**src/inc/dler_map.svh**
```systemverilog
/*
  constants of the diagnostic LED error reporter: timing, fault codes,
  register offsets, field positions and reset values.
  assumes a 250 MHz system clock and a 16-bit register port.
*/
`ifndef DLER_MAP_SVH
`define DLER_MAP_SVH

// clock and timebase
`define DLER_CLK_PERIOD_NS 4
`define DLER_TICK_TIME_MS 100
`define DLER_TICK_CYCLES ((`DLER_TICK_TIME_MS * 1000000) / `DLER_CLK_PERIOD_NS)
`define DLER_BASE_W 25
`define DLER_TICK_W 5

// blink figures, all whole multiples of one tick
`define DLER_FAST_PERIOD_MS 200
`define DLER_FAST_TICKS (`DLER_FAST_PERIOD_MS / 2 / `DLER_TICK_TIME_MS)
`define DLER_HALF_TIME_MS 500
`define DLER_HALF_TICKS (`DLER_HALF_TIME_MS / `DLER_TICK_TIME_MS)
`define DLER_SLOW_PERIOD_MS 3000
`define DLER_SLOW_TICKS (`DLER_SLOW_PERIOD_MS / `DLER_TICK_TIME_MS)
`define DLER_SLOW_ON_MS 1000
`define DLER_SLOW_ON_TICKS (`DLER_SLOW_ON_MS / `DLER_TICK_TIME_MS)

// fault codes
`define DLER_CODE_SUPPLY 16'h002A
`define DLER_CODE_REMOTE_LOST 16'h1500
`define DLER_CODE_REMOTE_LO 16'h1502
`define DLER_CODE_REMOTE_HI 16'h150F
`define DLER_CODE_EXT_LO 16'h1800
`define DLER_CODE_EXT_HI 16'h180F
`define DLER_CODE_HB_LO 16'h1900
`define DLER_CODE_HB_HI 16'h191C
`define DLER_CODE_BATT 16'h0027
`define DLER_CODE_RTC 16'h0026
`define DLER_CODE_BAD_ID 16'h0011
`define DLER_CODE_BAD_PW 16'h0012
`define DLER_CODE_PW_LIMIT 16'h002D
`define DLER_CODE_LAT_0 16'h0050
`define DLER_CODE_LAT_1 16'h0051
`define DLER_CODE_LAT_2 16'h0052
`define DLER_CODE_LAT_4 16'h0054
`define DLER_CODE_LAT_5 16'h0055
`define DLER_CODE_LAT_6 16'h0056
`define DLER_CODE_LAT_9 16'h0059
`define DLER_CODE_NO_CARD 16'h005D
`define DLER_CODE_CARD_INIT 16'h005E
`define DLER_CODE_CARD_WR 16'h0063

// register map
`define DLER_REG_CTRL 4'h0
`define DLER_REG_FLAGS 4'h1
`define DLER_REG_CODE 4'h2
`define DLER_REG_STATUS 4'h3
`define DLER_CTRL_BATT_SHOW_BIT 0
`define DLER_CTRL_FW_CLR_BIT 1
`define DLER_CTRL_BATT_SHOW_RST 1'b1
`define DLER_FLAGS_W 9

`endif

```
**src/inc/dler_pkg.sv**
```systemverilog
/*
  types of the diagnostic LED error reporter.
  assumes dler_map.svh is on the include path.
*/
`default_nettype none
`include "dler_map.svh"

package dler_pkg;

  // fault report from firmware or peripheral logic
  typedef struct packed {
    logic valid;
    logic [15:0] code;
  } dler_fault_t;

  // error-log record, one-cycle valid
  typedef struct packed {
    logic valid;
    logic [15:0] code;
  } dler_log_t;

  // category flags, bit 0 is supply_fault_flag
  typedef struct packed {
    logic heartbeat_seen;
    logic memory_card_flag;
    logic latched_memory_fault_flag;
    logic access_check_flag;
    logic clock_fault_flag;
    logic battery_low_flag;
    logic extension_module_fault_flag;
    logic remote_module_fault_flag;
    logic supply_fault_flag;
  } dler_flags_t;

  typedef enum logic [2:0] {
    DLER_M_NONE,
    DLER_M_FW,
    DLER_M_CARD,
    DLER_M_SUPPLY,
    DLER_M_SLOW
  } dler_mode_t;

endpackage

`default_nettype wire

```
**src/hw/dler_top.sv**
```systemverilog
/*
  diagnostic LED error reporter: classifies fault codes, keeps category
  flags and the last code, issues error-log records and drives the error,
  run and battery LEDs in their blink patterns.
  assumes all inputs synchronous to ref_clk and a register master that
  never overlaps read and write strobes.
*/
// Chosen here: the plain strobed port and the address map.
// Behaviour
// - error LED blinks with 0.2 s period while 24 V supply is abnormal and no upgrade pattern or card work shows
// - abnormal supply reports 002A, sets supply flag, writes a log record
// - remote, extension, heartbeat faults blink error LED 1 s on per 3 s while no upgrade, card work or abnormal supply shows
// - remote connection loss reports 1500, sets remote flag, logs it
// - remote module errors 1502 to 150F set remote flag and log
// - extension module errors 1800 to 180F set extension flag and log
// - servo heartbeat codes 1900 to 191C carry node number, log, set only heartbeat_seen
// - battery low: indicator steady on unless clock failure, code 0027, flag set, no log
// - option hides battery-low indication, indication shown after reset
// - clock failure blinks indicator every 0.5 s, code 0026, flag, log
// - firmware upgrade blinks run and error together every 0.5 s
// - failed previous upgrade shows that pattern right from power-up
// - memory card operations blink run and error alternately every 0.5 s while no upgrade pattern shows
// - 0011, 0012, 002D set access check flag and log
// - retained memory codes 0050-0052, 0054-0056, 0059 set latched memory flag and log
// - 005D, 005E, 0063 set memory card flag and log
`timescale 1ns/1ps
`default_nettype none
`include "dler_map.svh"

module dler_top
  import dler_pkg::*;
#(
  parameter int unsigned TICK_CYCLES = `DLER_TICK_CYCLES
) (
  input wire logic ref_clk,
  input wire logic rst_n,
  input wire logic [3:0] reg_addr,
  input wire logic [15:0] reg_wdata,
  input wire logic reg_wr_stb,
  input wire logic reg_rd_stb,
  output logic [15:0] reg_rdata,
  input wire dler_fault_t fault_in,
  input wire logic supply_abnormal,
  input wire logic battery_low,
  input wire logic rtc_fail,
  input wire logic fw_upgrade_active,
  input wire logic fw_upgrade_failed,
  input wire logic card_op_active,
  input wire logic run_state,
  output logic error_led,
  output logic run_led,
  output logic battery_indicator_led,
  output dler_log_t log_rec,
  output logic [15:0] err_code,
  output dler_flags_t flags
);

  // code classifier, one flag bit per category
  function automatic dler_flags_t classify(input logic [15:0] c);
    dler_flags_t f;
    f = '0;
    f.supply_fault_flag = (c == `DLER_CODE_SUPPLY);
    f.remote_module_fault_flag = (c == `DLER_CODE_REMOTE_LOST) ||
      (c >= `DLER_CODE_REMOTE_LO && c <= `DLER_CODE_REMOTE_HI);
    f.extension_module_fault_flag = (c >= `DLER_CODE_EXT_LO && c <= `DLER_CODE_EXT_HI);
    f.heartbeat_seen = (c >= `DLER_CODE_HB_LO && c <= `DLER_CODE_HB_HI);
    f.battery_low_flag = (c == `DLER_CODE_BATT);
    f.clock_fault_flag = (c == `DLER_CODE_RTC);
    f.access_check_flag = (c == `DLER_CODE_BAD_ID) || (c == `DLER_CODE_BAD_PW) ||
      (c == `DLER_CODE_PW_LIMIT);
    f.latched_memory_fault_flag = (c == `DLER_CODE_LAT_0) || (c == `DLER_CODE_LAT_1) ||
      (c == `DLER_CODE_LAT_2) || (c == `DLER_CODE_LAT_4) || (c == `DLER_CODE_LAT_5) ||
      (c == `DLER_CODE_LAT_6) || (c == `DLER_CODE_LAT_9);
    f.memory_card_flag = (c == `DLER_CODE_NO_CARD) || (c == `DLER_CODE_CARD_INIT) ||
      (c == `DLER_CODE_CARD_WR);
    return f;
  endfunction

  logic [`DLER_BASE_W-1:0] base_cnt_q;
  logic [`DLER_TICK_W-1:0] tick_cnt_q;
  logic supply_prev_q, rtc_prev_q, batt_prev_q;
  logic pend_sup_q, pend_rtc_q, pend_bat_q;
  logic batt_show_q, strap_done_q, fw_fail_q;
  logic error_led_q, run_led_q, batt_led_q;
  logic [15:0] err_code_q, rdata_q;
  dler_log_t log_q;
  dler_flags_t flags_q;

  // timebase: 0.1 s ticks counted 0..29, so every pattern shares one phase
  wire base_wrap = (base_cnt_q == `DLER_BASE_W'(TICK_CYCLES - 1));
  wire tick_wrap = (tick_cnt_q == `DLER_TICK_W'(`DLER_SLOW_TICKS - 1));
  wire [`DLER_TICK_W-1:0] fast_idx = tick_cnt_q / `DLER_TICK_W'(`DLER_FAST_TICKS);
  wire [`DLER_TICK_W-1:0] half_idx = tick_cnt_q / `DLER_TICK_W'(`DLER_HALF_TICKS);
  wire fast_ph = fast_idx[0];
  wire half_ph = half_idx[0];
  wire slow_on = (tick_cnt_q < `DLER_TICK_W'(`DLER_SLOW_ON_TICKS));

  always_ff @(posedge ref_clk) begin
    if (!rst_n) begin
      base_cnt_q <= '0;
      tick_cnt_q <= '0;
    end else if (base_wrap) begin
      base_cnt_q <= '0;
      tick_cnt_q <= tick_wrap ? '0 : tick_cnt_q + `DLER_TICK_W'(1);
    end else begin
      base_cnt_q <= base_cnt_q + `DLER_BASE_W'(1);
    end
  end

  // register decode
  wire wr_ctrl = reg_wr_stb && (reg_addr == `DLER_REG_CTRL);
  wire wr_flags = reg_wr_stb && (reg_addr == `DLER_REG_FLAGS);
  wire fw_clr = wr_ctrl && reg_wdata[`DLER_CTRL_FW_CLR_BIT];
  wire dler_flags_t clr_mask = wr_flags ? dler_flags_t'(reg_wdata[`DLER_FLAGS_W-1:0]) : '0;

  // level inputs raise pending reports on their rising edge
  wire batt_shown = battery_low && batt_show_q;
  wire sup_rise = supply_abnormal && !supply_prev_q;
  wire rtc_rise = rtc_fail && !rtc_prev_q;
  wire bat_rise = batt_shown && !batt_prev_q;

  // an outside fault report wins the cycle; pending level faults drain after
  wire dler_flags_t ev_cls = classify(fault_in.code);
  wire ev_ok = fault_in.valid && (ev_cls != '0);
  wire take_sup = !ev_ok && pend_sup_q;
  wire take_rtc = !ev_ok && !pend_sup_q && pend_rtc_q;
  wire take_bat = !ev_ok && !pend_sup_q && !pend_rtc_q && pend_bat_q;
  wire rep_valid = ev_ok || take_sup || take_rtc || take_bat;
  wire [15:0] rep_code = ev_ok ? fault_in.code :
    take_sup ? `DLER_CODE_SUPPLY :
    take_rtc ? `DLER_CODE_RTC :
    `DLER_CODE_BATT;
  wire dler_flags_t rep_cls = rep_valid ? classify(rep_code) : '0;
  wire rep_log = rep_valid && !rep_cls.battery_low_flag;

  always_ff @(posedge ref_clk) begin
    if (!rst_n) begin
      supply_prev_q <= 1'b0;
      rtc_prev_q <= 1'b0;
      batt_prev_q <= 1'b0;
      pend_sup_q <= 1'b0;
      pend_rtc_q <= 1'b0;
      pend_bat_q <= 1'b0;
    end else begin
      supply_prev_q <= supply_abnormal;
      rtc_prev_q <= rtc_fail;
      batt_prev_q <= batt_shown;
      pend_sup_q <= (pend_sup_q && !take_sup) || sup_rise;
      pend_rtc_q <= (pend_rtc_q && !take_rtc) || rtc_rise;
      pend_bat_q <= (pend_bat_q && !take_bat) || bat_rise;
    end
  end

  // flags: a new report beats a clear written in the same cycle
  always_ff @(posedge ref_clk) begin
    if (!rst_n) begin
      flags_q <= '0;
      err_code_q <= 16'h0000;
      log_q <= '0;
    end else begin
      flags_q <= (flags_q & ~clr_mask) | rep_cls;
      err_code_q <= rep_valid ? rep_code : err_code_q;
      log_q.valid <= rep_log;
      log_q.code <= rep_code;
    end
  end

  // control bits; the upgrade-failed strap is caught in the first cycle after reset
  always_ff @(posedge ref_clk) begin
    if (!rst_n) begin
      batt_show_q <= `DLER_CTRL_BATT_SHOW_RST;
      strap_done_q <= 1'b0;
      fw_fail_q <= 1'b0;
    end else begin
      strap_done_q <= 1'b1;
      if (wr_ctrl) begin
        batt_show_q <= reg_wdata[`DLER_CTRL_BATT_SHOW_BIT];
      end
      if (!strap_done_q) begin
        fw_fail_q <= fw_upgrade_failed;
      end else if (fw_clr) begin
        fw_fail_q <= 1'b0;
      end
    end
  end

  // pattern choice: upgrade over card work over supply over module faults
  wire slow_cause = flags_q.remote_module_fault_flag || flags_q.extension_module_fault_flag ||
    flags_q.heartbeat_seen;
  wire dler_mode_t led_mode = (fw_upgrade_active || fw_fail_q) ? DLER_M_FW :
    card_op_active ? DLER_M_CARD :
    supply_abnormal ? DLER_M_SUPPLY :
    slow_cause ? DLER_M_SLOW : DLER_M_NONE;

  logic err_d, run_d;

  always_comb begin
    err_d = 1'b0;
    run_d = run_state;
    case (led_mode)
      DLER_M_FW: begin
        err_d = half_ph;
        run_d = half_ph;
      end
      DLER_M_CARD: begin
        err_d = half_ph;
        run_d = !half_ph;
      end
      DLER_M_SUPPLY: err_d = fast_ph;
      DLER_M_SLOW: err_d = slow_on;
      default: err_d = 1'b0;
    endcase
  end

  // clock failure blink hides the steady battery light
  wire batt_d = rtc_fail ? half_ph : batt_shown;

  always_ff @(posedge ref_clk) begin
    if (!rst_n) begin
      error_led_q <= 1'b0;
      run_led_q <= 1'b0;
      batt_led_q <= 1'b0;
    end else begin
      error_led_q <= err_d;
      run_led_q <= run_d;
      batt_led_q <= batt_d;
    end
  end

  // read mux; unmapped offsets read zero
  wire [15:0] status_w = {9'h000, fw_fail_q, rtc_fail, battery_low, supply_abnormal,
    batt_led_q, run_led_q, error_led_q};
  wire [15:0] rd_mux = (reg_addr == `DLER_REG_CTRL) ? {15'h0000, batt_show_q} :
    (reg_addr == `DLER_REG_FLAGS) ? {7'h00, flags_q} :
    (reg_addr == `DLER_REG_CODE) ? err_code_q :
    (reg_addr == `DLER_REG_STATUS) ? status_w : 16'h0000;

  // read data stands only in the cycle after the strobe
  always_ff @(posedge ref_clk) begin
    if (!rst_n) begin
      rdata_q <= 16'h0000;
    end else begin
      rdata_q <= reg_rd_stb ? rd_mux : 16'h0000;
    end
  end

  assign reg_rdata = rdata_q;
  assign error_led = error_led_q;
  assign run_led = run_led_q;
  assign battery_indicator_led = batt_led_q;
  assign log_rec = log_q;
  assign err_code = err_code_q;
  assign flags = flags_q;
endmodule

`default_nettype wire

```
**config.mk**
```make
export PLATFORM = sky130hd
export DESIGN_NAME = dler_top
export DESIGN_NICKNAME = d
export VERILOG_FILES = /design/src/inc/dler_pkg.sv /design/src/hw/dler_top.sv
export VERILOG_INCLUDE_DIRS = /design/src /design/src/inc
export SDC_FILE = /design/constraint.sdc
export NUM_CORES = 1
export LEC_CHECK = 0
export BUFFER_PORTS_ARGS = -buffer_cell sky130_fd_sc_hd__buf_2
export CAP_MARGIN = 20
export CORE_ASPECT_RATIO = 1.2
export CORE_MARGIN = 8
export CORE_UTILIZATION = 50
export DETAILED_ROUTE_END_ITERATION = 7
export GPL_TIMING_DRIVEN = 1
export MAX_ROUTING_LAYER = met4
export PLACE_DENSITY = 0.73
export REMOVE_ABC_BUFFERS = 1
export SLEW_MARGIN = 20
export SYNTH_ARGS = -nofsm -noshare
export SYNTH_HDL_FRONTEND = slang
export SYNTH_SLANG_ARGS = --single-unit
```
**constraint.sdc**
```tcl
create_clock -name ref_clk -period 3.64 [get_ports ref_clk]
set_clock_uncertainty 0.15 [all_clocks]
set_input_delay 0.182 -clock ref_clk [delete_from_list [all_inputs] [get_ports ref_clk]]
set_output_delay 0.182 -clock ref_clk [all_outputs]
set_load 0.03 [all_outputs]
```
==> run summary, run 1 <==
=================================================================================
Pwr Density                                                           396 nW/um^2
Clk root buf                                                         sky130_fd_sc_hd__clkbuf_8
Routed wire length                                                   11500 microns
Final clock period utilization by the worst path                            94.4%
Number of antenna violations at the first check in global routing               0
Seq/Total Area, Yosys                                                       45.5%
Area Overhead vs Synth                                                      21.5%
Average cell area after synthesis                                      8.99 sq um
FMAX                                                                      291 MHz
Detailed-route wire length per cell                                  15.9 microns
Antenna Violating Nets Remaining                                                0
Worst slew margin                                                           41.1%
Antenna diode count                                                             0
Total number of vias                                                         3924
Status                                                               finished clean
Clock tree from TritonCTS                                                     yes
Sort of element at the start of the critical path                            flop
RSZ-0062 raised after global routing                                        false
Number of optimization iterations in the first detailed-route pass              5
Flip-flop and latch count after synthesis                                     100
Clk pin slew, worst setup/hold paths                                      0.10 ns
Cells on worst reg2reg path                                                    13
Clk_lat worst skew                                                        0.37 ns
Area of the die                                                       12100 sq um
Number of instances on the worst hold path                                      3
Static Leakage                                                            2.34 nW
First-pass GRT wire length                                           18800 microns
Share of synthesized flip-flops with an asynchronous set or reset              0%
Peak ir drop on the vdd network                                            247 uV
Number of max-capacitance violations reported                                   0
Final total negative setup slack                                             0 ns
Transition time at the pin with the least slew margin                    0.884 ns
CTS Sinks                                                                     100
Dominant register cell in the synthesized netlist                    sky130_fd_sc_hd__dfxtp_1
Mapped cell area                                                       4400 sq um
Netlist cell types                                                             69
Gate count of the mapped netlist                                              490
Post CTS Setup Buffer Count                                                     0
Warnings from Yosys                                                             0
Via/cell ratio                                                               5.43
Num ports                                                                     109
Count of input and output buffers                                             101
Highest net fanout along the worst path                                        10
Starting Density                                                            51.4%
Horizontal extent of the die                                          102 microns
Deepest clock path buffer count                                                 2
Count of unresolved DRC violations after routing                                0
Final min period                                                          3.44 ns
Share of post-route cells with drive strength above 1                       21.9%
GRT Total Usage                                                             20.0%
Final Hold Viols                                                                0
Final count of negative-setup-slack endpoints                                   0
TritonCTS Buffers                                                               9
Die outline height                                                    119 microns
Path category of the worst min-delay check                           input pin to flop
H-tree levels                                                                   3
Maximum number of pins on one net before global-route repair                   46
Final global-route overflow total                                               0
HPWL after DPL                                                       8510 microns
Iter 0 DRT Violations                                                         200
Critical setup path kind                                             flop to flop
Core Region                                                            8560 sq um
Via count of the first global-routing pass                                   3872
Required time at the worst-slack endpoint                                 3.80 ns
Endpoint type of the worst setup path                                        flop
Post-synth EDFFs                                                                0
Total power draw                                                          2.12 mW
Hold Worst Slack                                                        0.0211 ns
Max-slew violation total from the final report                                  0
Total Nets Final                                                              657
FP Rows                                                                        37
Routability congestion estimate                                             0.886
Worst Path Arrival                                                        3.60 ns
=================================================================================
## cell usage after synthesis, types with 3 or more instances
cell,instances,area [sq um]
sky130_fd_sc_hd__a21boi_0,8,60.1
sky130_fd_sc_hd__a21o_1,6,45.0
sky130_fd_sc_hd__a21oi_1,18,90.1
sky130_fd_sc_hd__a22oi_1,3,22.5
sky130_fd_sc_hd__and2_1,21,131
sky130_fd_sc_hd__and3_1,11,68.8
sky130_fd_sc_hd__and4_1,5,43.8
sky130_fd_sc_hd__buf_2,3,15.0
sky130_fd_sc_hd__buf_4,4,30.0
sky130_fd_sc_hd__clkbuf_1,13,48.8
sky130_fd_sc_hd__dfxtp_1,100,2000
sky130_fd_sc_hd__ha_1,8,100
sky130_fd_sc_hd__inv_1,12,45.0
sky130_fd_sc_hd__mux2i_1,5,50.1
sky130_fd_sc_hd__nand2_1,45,169
sky130_fd_sc_hd__nand2b_1,4,25.0
sky130_fd_sc_hd__nand3_1,22,110
sky130_fd_sc_hd__nand3b_1,4,30.0
sky130_fd_sc_hd__nand4_1,12,75.1
sky130_fd_sc_hd__nand4b_1,5,43.8
sky130_fd_sc_hd__nor2_1,50,188
sky130_fd_sc_hd__nor2b_1,13,81.3
sky130_fd_sc_hd__nor3_1,10,50.1
sky130_fd_sc_hd__nor3b_1,3,22.5
sky130_fd_sc_hd__nor4_1,11,68.8
sky130_fd_sc_hd__o211ai_1,4,30.0
sky130_fd_sc_hd__o21a_1,8,60.1
sky130_fd_sc_hd__o21ai_0,12,60.1
sky130_fd_sc_hd__xnor2_1,4,35.0
sky130_fd_sc_hd__xor2_1,19,166
## flip-flops by register name, summed over array words and instances, names as in the netlist, 5 cells and up
register and cells:
flags 9, reg_rdata 16, base_cnt_q 25, err_code 16, tick_cnt_q 5, log_rec 17
## metrics by stage
stage               setup slack (ns)  cells  cell area [sq um]  util (%)
finish                         0.204    723               5350      62.5
global route                  0.0193    723               5350      62.5
CTS                            0.178    723               5350      62.4
detailed placement             0.732    691               4970      58.1
global placement               0.801    691               4970      58.1
floorplan                       1.05    471               4310         -
## placed cells by master (no fill, tap or decap), drive strengths merged, types with 4 or more instances in the layout
master,synthesis,layout
nand3,22,22
clkbuf,14,11
ha,8,8
a21oi,18,18
a21boi,8,8
and2,21,21
nor2b,13,13
nor2,51,51
xnor2,4,4
nand4b,5,5
and3,11,11
nor4,13,13
nor3,12,12
dlygate4sd3,0,16
conb,1,5
inv,12,13
buf,9,103
dfxtp,100,100
nand3b,4,4
o21a,8,8
a21o,6,6
and4,5,5
nand2,45,45
nand2b,4,4
mux2i,5,5
nand4,12,12
o21ai,14,14
xor2,19,19
o211ai,4,4
## cells by family (layout without fill, tap and decap cells)
family / Yosys count / after routing / synth area share (%)
and+or+nand+nor: 235 / 235 / 29.1
AOI/OAI and AO/OA: 80 / 80 / 12.8
buffers and inverters: 35 / 147 / 3.61
adders and majority gates: 8 / 8 / 2.27
xor gates and xnor gates: 23 / 23 / 4.57
muxes: 8 / 8 / 2.16
other: 1 / 5 / 0.0851
DFF: 100 / 100 / 45.5
## path summary, 6_finish.rpt
check,start,endpoint,slack (ns)
worst max-delay path,tick_cnt_q[1],run_led,0.20
worst min-delay path,reg_wdata[0],flags[0],0.02
worst max register to register,tick_cnt_q[1],run_led,0.20
worst min register to register,rtc_prev_q,pend_rtc_q,0.28
## area by class of cell
type / count / area [sq um]
multi-input cells: 359 / 2260
inverters: 12 / 45.0
repair buffers: 119 / 681
clock buffers: 11 / 131
clock inverters: 5 / 83.8
flip-flops and latches: 100 / 2000
well taps: 117 / 146
fillers: 756 / 3210
## layer usage
metal  wire, microns  track usage [%]
met4             369             9.52
met2            5450             30.8
met3             533             3.32
met5               0                -
met1            5150             24.7
## timing repair
item / in CTS / in global routing
hold buffers: 16 / 0
endpoints found under the hold margin: 17 / 0
resized for setup: 0 / 3
setup endpoints to repair: 0 / 1
## power breakdown
part           switching [mW]  internal [mW]
clock                   0.385          0.390
combinational           0.125         0.0787
sequential             0.0199           1.12
total                   0.531           1.59
## worst max-delay path, cell delays in order (launching register included)
cell                            delay [ns]
sky130_fd_sc_hd__dfxtp_2              0.39
sky130_fd_sc_hd__inv_1                0.15
sky130_fd_sc_hd__ha_1                 0.20
sky130_fd_sc_hd__nand2_1              0.07
sky130_fd_sc_hd__a21oi_1              0.19
sky130_fd_sc_hd__nor2_1               0.07
sky130_fd_sc_hd__ha_1                 0.24
sky130_fd_sc_hd__and4_1               0.22
sky130_fd_sc_hd__a21oi_1              0.14
sky130_fd_sc_hd__o211ai_1             0.10
sky130_fd_sc_hd__mux2_2               0.31
sky130_fd_sc_hd__or4b_1               0.51
sky130_fd_sc_hd__nand4_1              0.08
sky130_fd_sc_hd__dlygate4sd3_1        0.54
Note: power is estimated with default switching activity, not from simulation.
==> run 2, diff against run 1 <==
--- a/config.mk
+++ b/config.mk
@@ -10,11 +10,11 @@
 export CAP_MARGIN = 20
 export CORE_ASPECT_RATIO = 1.2
 export CORE_MARGIN = 8
-export CORE_UTILIZATION = 50
+export CORE_UTILIZATION = 35
 export DETAILED_ROUTE_END_ITERATION = 7
 export GPL_TIMING_DRIVEN = 1
 export MAX_ROUTING_LAYER = met4
-export PLACE_DENSITY = 0.73
+export PLACE_DENSITY = 0.53
 export REMOVE_ABC_BUFFERS = 1
 export SLEW_MARGIN = 20
 export SYNTH_ARGS = -nofsm -noshare
==> constraint.sdc (replaced) <==
create_clock -name ref_clk -period 4.4 [get_ports ref_clk]
set_clock_uncertainty 0.15 [all_clocks]
set_input_delay 0.22 -clock ref_clk [delete_from_list [all_inputs] [get_ports ref_clk]]
set_output_delay 0.22 -clock ref_clk [all_outputs]
set_load 0.03 [all_outputs]
==> run summary, run 2 (synthesis gave the netlist of run 1 again) <==
==================================================================================
Critical setup path kind                                              flop to flop
Via/cell ratio                                                                5.10
Flip-flop count of the largest register, all copies and words added             25
Area of the die                                                        16400 sq um
Pwr Density                                                            350 nW/um^2
Clock tree from TritonCTS                                                      yes
Deepest clock path buffer count                                                  2
Critical path startpoint                                              tick_cnt_q[2]
Starting Density                                                             35.2%
Final count of negative-setup-slack endpoints                                    0
Clk_lat worst skew                                                         0.34 ns
Total number of vias                                                          3852
Die outline height                                                     139 microns
Highest net fanout along the worst path                                         11
Final Hold Viols                                                                 0
Final global-route overflow total                                                0
Worst Slack Setup Final                                                    1.51 ns
GRT Total Usage                                                              14.6%
Endpoint type of the worst setup path                                         flop
Antenna Violating Nets Remaining                                                 0
Via count of the first global-routing pass                                    3694
CTS Sinks                                                                      100
Clk pin slew, worst setup/hold paths                                       0.07 ns
Clk root buf                                                          sky130_fd_sc_hd__clkbuf_16
Path category of the worst min-delay check                            input pin to flop
FMAX                                                                       346 MHz
Status                                                                finished clean
Count of input and output buffers                                              101
Endpoint of the worst setup timing path                                    run_led
Sequence of cells on the critical path                                ha_1 > nand2_1 > a21oi_1 > nor2_1 > ha_1 > and4_1 > a21oi_1 > o211ai_1 > mux2_2 > or4b_1 > nand4_1
Sort of element at the start of the critical path                             flop
Maximum number of pins on one net before global-route repair                    29
Share of post-route cells with drive strength above 1                        22.5%
First-pass GRT wire length                                            19100 microns
Count of unresolved DRC violations after routing                                 0
Total Nets Final                                                               643
Transition time at the pin with the least slew margin                     0.727 ns
Critical-path top delay cell                                          sky130_fd_sc_hd__dfxtp_1
Number of optimization iterations in the first detailed-route pass               5
Iter 0 DRT Violations                                                          326
Setup slack after placement                                                1.55 ns
Detailed-route wire length per cell                                   15.3 microns
Most common cell after layout, fill and taps aside                    sky130_fd_sc_hd__buf_2
Final clock period utilization by the worst path                             65.6%
Number of max-capacitance violations reported                                    0
Cells on worst reg2reg path                                                     11
Final total negative setup slack                                              0 ns
Worst Path Arrival                                                         3.02 ns
Worst reg2reg path startpoint                                         tick_cnt_q[2]
Routability congestion estimate                                              0.845
Hold Worst Slack                                                         0.0102 ns
Crit Reg-Reg Endpoint                                                      run_led
Most flop-heavy register                                                base_cnt_q
Final min period                                                           2.89 ns
Worst slew margin                                                            51.4%
Peak ir drop on the vdd network                                             161 uV
FP Rows                                                                         45
Antenna diode count                                                              0
Area Overhead vs Synth                                                       21.5%
Core Region                                                            12500 sq um
Num ports                                                                      109
TritonCTS Buffers                                                                9
Static Leakage                                                             2.32 nW
Horizontal extent of the die                                           118 microns
Most frequent cells in the layout                                     sky130_fd_sc_hd__buf_2, sky130_fd_sc_hd__dfxtp_1, sky130_fd_sc_hd__nor2_1
R2R setup slack                                                            1.51 ns
Highest cell delay on the worst timing path                                0.54 ns
HPWL after DPL                                                        8900 microns
Routed wire length                                                    11600 microns
RSZ-0062 raised after global routing                                         false
Number of instances on the worst hold path                                       3
H-tree levels                                                                    3
Number of antenna violations at the first check in global routing                0
Max-slew violation total from the final report                                   0
Required time at the worst-slack endpoint                                  4.54 ns
Filler cell count                                                             1274
==================================================================================
run 2: timing repair:
| action | CTS | global route |
|---|---|---|
| hold buffers | 2 | 0 |
| resized for setup | 0 | 0 |
| endpoints found under the hold margin | 2 | 0 |
| setup buffers | 0 | 0 |
run 2: per-stage QoR:
| stage | power (mW) | cell area [sq um] | std cells | util (%) |
|---|---|---|---|---|
| final | 1.88 | 5350 | 756 | 42.8 |
| after global routing | 1.97 | 5350 | 756 | 42.8 |
| after CTS | 1.90 | 5350 | 756 | 42.8 |
| after detailed placement | 1.12 | 5030 | 738 | 40.3 |
| after global placement | 1.12 | 5030 | 738 | 40.3 |
| after floorplan | 1.05 | 4310 | 471 | - |
run 2: how the worst min path moves through the flow:
stage,endpoint,slack (ns),from
floorplan,strap_done_q,0.1,rst_n
global placement,pend_rtc_q,0.25,rtc_prev_q
detailed placement,pend_rtc_q,0.26,rtc_prev_q
CTS,rtc_prev_q,0.0000006,rtc_fail
global route,flags[5],0.02,reg_wdata[5]
finish,rtc_prev_q,0.01,rtc_fail
run 2: per-layer routing:
layer	part of all wire, %	up-vias	GRT usage, %
li1	-	1916	-
met4	1.3	0	4.80
met5	0	-	-
met2	49	115	24.2
met3	6.2	10	3.87
met1	43	1811	16.7
run 2: layout make-up:
| class | count | area, sq um | share of cell area (%) |
|---|---|---|---|
| Clock buffer | 9 | 225 | 4.21 |
| Clock inverter | 7 | 70.1 | 1.31 |
| Inverter | 12 | 45.0 | 0.842 |
| Multi-Input combinational cell | 359 | 2260 | 42.3 |
| Sequential cell | 100 | 2000 | 37.4 |
| Tap cell | 164 | 205 | 3.83 |
| Timing Repair Buffer | 105 | 541 | 10.1 |
run 2: report_power, final:
part | switching (mW) | internal [mW]
clock | 0.376 | 0.399
combinational | 0.102 | 0.0574
sequential | 0.0154 | 0.926
run 2: critical path: cells and delay by family (launching register included):
| kind | cells | cell delay (ns) |
|---|---|---|
| flops | 1 | 0.54 |
| compound gates | 3 | 0.42 |
| simple gates | 5 | 0.96 |
| mux | 1 | 0.30 |
| fa+ha+maj | 2 | 0.45 |
==> run 3, diff against run 2 <==
--- a/config.mk
+++ b/config.mk
@@ -6,6 +6,7 @@
 export SDC_FILE = /design/constraint.sdc
 export NUM_CORES = 1
 export LEC_CHECK = 0
+export ABC_AREA = 1
 export BUFFER_PORTS_ARGS = -buffer_cell sky130_fd_sc_hd__buf_2
 export CAP_MARGIN = 20
 export CORE_ASPECT_RATIO = 1.2
==> constraint.sdc (replaced) <==
create_clock -name ref_clk -period 3 [get_ports ref_clk]
set_clock_uncertainty 0.15 [all_clocks]
set_input_delay 0.15 -clock ref_clk [delete_from_list [all_inputs] [get_ports ref_clk]]
set_output_delay 0.15 -clock ref_clk [all_outputs]
set_load 0.03 [all_outputs]
==> run summary, run 3 <==
==================================================================================
Status                                                                finished clean
Seq/Total Area, Yosys                                                        44.6%
Flip-flop count of the largest register, all copies and words added             25
Flip-flop and latch count after synthesis                                      100
Final Hold Viols                                                                 0
Most common cell after layout, fill and taps aside                    sky130_fd_sc_hd__nand2_1
Warnings from Yosys                                                              0
Largest cells by area after synthesis                                 sky130_fd_sc_hd__dfxtp_1, sky130_fd_sc_hd__nand2_1, sky130_fd_sc_hd__inv_1, sky130_fd_sc_hd__nor2_1, sky130_fd_sc_hd__a21oi_1
Critical setup path kind                                              flop to flop
Post-synth EDFFs                                                                 0
Iter 0 DRT Violations                                                          169
Largest area contributor in the synthesized netlist                   sky130_fd_sc_hd__dfxtp_1
FP Rows                                                                         45
Number of buffers and inverters on the critical path                             2
Highest cell delay on the worst timing path                                0.41 ns
Worst path most repeated cell                                         sky130_fd_sc_hd__nand2_1
Placed Cells incl. Taps                                                        866
Gate count of the mapped netlist                                               604
Number of antenna violations at the first check in global routing                0
Num ports                                                                      109
Area Overhead vs Synth                                                       27.2%
Count of unresolved DRC violations after routing                                 0
Count of input and output buffers                                              101
Share of synthesized flip-flops with an asynchronous set or reset               0%
Antenna diode count                                                              0
GRT Total Usage                                                              15.1%
Static Leakage                                                             2.59 nW
Endpoint type of the worst setup path                                         flop
CTS Sinks                                                                      100
Most frequent cells in the layout                                     sky130_fd_sc_hd__nand2_1, sky130_fd_sc_hd__buf_2, sky130_fd_sc_hd__dfxtp_1
Share of post-route cells with drive strength above 1                        21.3%
Via count of the first global-routing pass                                    4201
Worst Path Arrival                                                         2.66 ns
Total number of vias                                                          4293
Number of max-capacitance violations reported                                    0
Finished Layout Cells                                                          902
Starting Density                                                             35.6%
Number of optimization iterations in the first detailed-route pass               4
Met2 Track Usage GR                                                          27.2%
Gr busiest metal                                                              met2
Final global-route overflow total                                                0
Required time at the worst-slack endpoint                                  3.08 ns
FMAX                                                                       388 MHz
Yosys top cell area share                                                    44.6%
Final total negative setup slack                                              0 ns
Routability congestion estimate                                              0.900
Clk_lat worst skew                                                         0.34 ns
Top cell types by occurrence after synthesis                          sky130_fd_sc_hd__nand2_1, sky130_fd_sc_hd__dfxtp_1, sky130_fd_sc_hd__inv_1, sky130_fd_sc_hd__nor2_1, sky130_fd_sc_hd__a21oi_1
Die outline height                                                     140 microns
Top cell family by delay on the critical path                         simple AND/OR/NAND/NOR gates
Netlist cell types                                                              46
Horizontal extent of the die                                           119 microns
Critical-path top delay cell                                          sky130_fd_sc_hd__dfxtp_1
HPWL after DPL                                                        9840 microns
Dominant register cell in the synthesized netlist                     sky130_fd_sc_hd__dfxtp_1
Average cell area after synthesis                                       7.43 sq um
Clk root buf                                                          sky130_fd_sc_hd__clkbuf_16
Routed wire length                                                    12500 microns
Final count of negative-setup-slack endpoints                                    0
Maximum number of pins on one net before global-route repair                    30
H-tree levels                                                                    3
Total Nets Final                                                               789
Final clock period utilization by the worst path                             85.9%
Max-slew violation total from the final report                                   0
Detailed-route wire length per cell                                   13.8 microns
Core Region                                                            12600 sq um
Final min period                                                           2.58 ns
Area of the die                                                        16700 sq um
Met1 track demand over resource                                              16.5%
Most instantiated library cell after synthesis                        sky130_fd_sc_hd__nand2_1
Global routing usage on met3                                                 3.30%
Most flop-heavy register                                                base_cnt_q
Pwr Density                                                            513 nW/um^2
Clk pin slew, worst setup/hold paths                                       0.08 ns
Sort of element at the start of the critical path                             flop
First-pass GRT wire length                                            20300 microns
Via/cell ratio                                                                4.76
Antenna Violating Nets Remaining                                                 0
Highest net fanout along the worst path                                          5
TritonCTS Buffers                                                                9
Clock tree from TritonCTS                                                      yes
Sequence of cells on the critical path                                inv_1 > ha_1 > nand2_1 > nand3_1 > nand2_1 > nand2_1 > o21ai_1 > ha_1 > o22ai_1 > inv_1 > nor2_1 > o22ai_1 > nand2_1 > nand3_1 > nor3b_1
Deepest clock path buffer count                                                  2
Mapped cell area                                                        4490 sq um
Path category of the worst min-delay check                            input pin to flop
Peak ir drop on the vdd network                                             319 uV
RSZ-0062 raised after global routing                                         false
==================================================================================
-- run 3: changes by cell type after synthesis, moves of 8 or more --
cell,before,now
sky130_fd_sc_hd__nand2_1,45,121
sky130_fd_sc_hd__inv_1,12,86
sky130_fd_sc_hd__nor2_1,50,73
sky130_fd_sc_hd__a21oi_1,18,40
sky130_fd_sc_hd__and2_1,21,0
sky130_fd_sc_hd__nand3_1,22,36
sky130_fd_sc_hd__nor2b_1,13,0
sky130_fd_sc_hd__xor2_1,19,6
sky130_fd_sc_hd__and3_1,11,1
sky130_fd_sc_hd__nor4_1,11,1
sky130_fd_sc_hd__a21boi_0,8,0
sky130_fd_sc_hd__nor2_2,0,8
sky130_fd_sc_hd__o21ai_0,12,20
-- run 3: area by class of cell --
type	count	area, sq um
fill	1305	6900
clock inverter	7	108
tap	164	205
sequential	100	2000
multi-input combinational	405	2080
timing repair buffer	125	736
clock buffer	9	225
inverter	92	350
-- run 3: metrics by stage --
| stage | setup WS, ns | util (%) | instance area [sq um] | power (mW) | hold slack, ns |
|---|---|---|---|---|---|
| after floorplan | 0.796 | - | 4440 | 1.55 | 0.0277 |
| after global placement | 0.581 | 41.1 | 5180 | 1.66 | 0.237 |
| after detailed placement | 0.456 | 41.1 | 5180 | 1.66 | 0.247 |
| after CTS | 0.446 | 45.3 | 5710 | 2.97 | 0.0154 |
| after global routing | 0.225 | 45.3 | 5710 | 3.05 | 0.0270 |
| final | 0.424 | 45.3 | 5710 | 2.93 | 0.0204 |
-- run 3: worst register-to-register path: stages, from the launching register on --
cell                      delay (ns)
sky130_fd_sc_hd__dfxtp_1        0.41
sky130_fd_sc_hd__inv_1          0.13
sky130_fd_sc_hd__ha_1           0.21
sky130_fd_sc_hd__nand2_1        0.05
sky130_fd_sc_hd__nand3_1        0.08
sky130_fd_sc_hd__nand2_1        0.09
sky130_fd_sc_hd__nand2_1        0.06
sky130_fd_sc_hd__o21ai_1        0.15
sky130_fd_sc_hd__ha_1           0.28
sky130_fd_sc_hd__o22ai_1        0.21
sky130_fd_sc_hd__inv_1          0.07
sky130_fd_sc_hd__nor2_1         0.12
sky130_fd_sc_hd__o22ai_1        0.09
sky130_fd_sc_hd__nand2_1        0.15
sky130_fd_sc_hd__nand3_1        0.09
sky130_fd_sc_hd__nor3b_1        0.14
-- run 3: final timing paths --
check	cells after the start	slack [ns]	end	startpoint
setup / recovery	15	0.42	run_led	tick_cnt_q[0]
hold reg to reg	1	0.28	pend_bat_q	batt_prev_q
hold / removal	1	0.02	strap_done_q	rst_n
setup reg to reg	15	0.42	run_led	tick_cnt_q[0]
-- run 3: routing by layer --
layer / part of all wire, % / up-vias
met5: 0 / -
met4: 0.71 / 0
met3: 4.5 / 8
met2: 52 / 75
met1: 43 / 2003
li1: - / 2207
-- run 3: power by group --
part,internal (mW),leakage [nW],switching [mW]
sequential,1.36,0.814,0.0176
clock,0.747,0.160,0.533
combinational,0.0910,1.61,0.183
total,2.20,2.59,0.733
-- run 3: kinds of logic (layout without fill, tap and decap cells) --
| group | count (synthesis) | in the layout | synth area share (%) |
|---|---|---|---|
| DFF | 100 | 100 | 44.6 |
| buffers and inverters | 103 | 233 | 9.31 |
| and+or+nand+nor | 295 | 295 | 30.8 |
| adders and majority gates | 8 | 8 | 2.23 |
| AOI/OAI and AO/OA | 89 | 89 | 11.4 |
| other | 1 | 5 | 0.0835 |
| xor gates and xnor gates | 8 | 8 | 1.56 |
-- run 3: repair_timing --
item                                    4_1_cts  5_1_grt
hold endpoints to repair                     21        0
endpoints found under the setup margin        0        0
resized for setup                             0        0
hold buffers                                 20        0
setup buffers                                 0        0
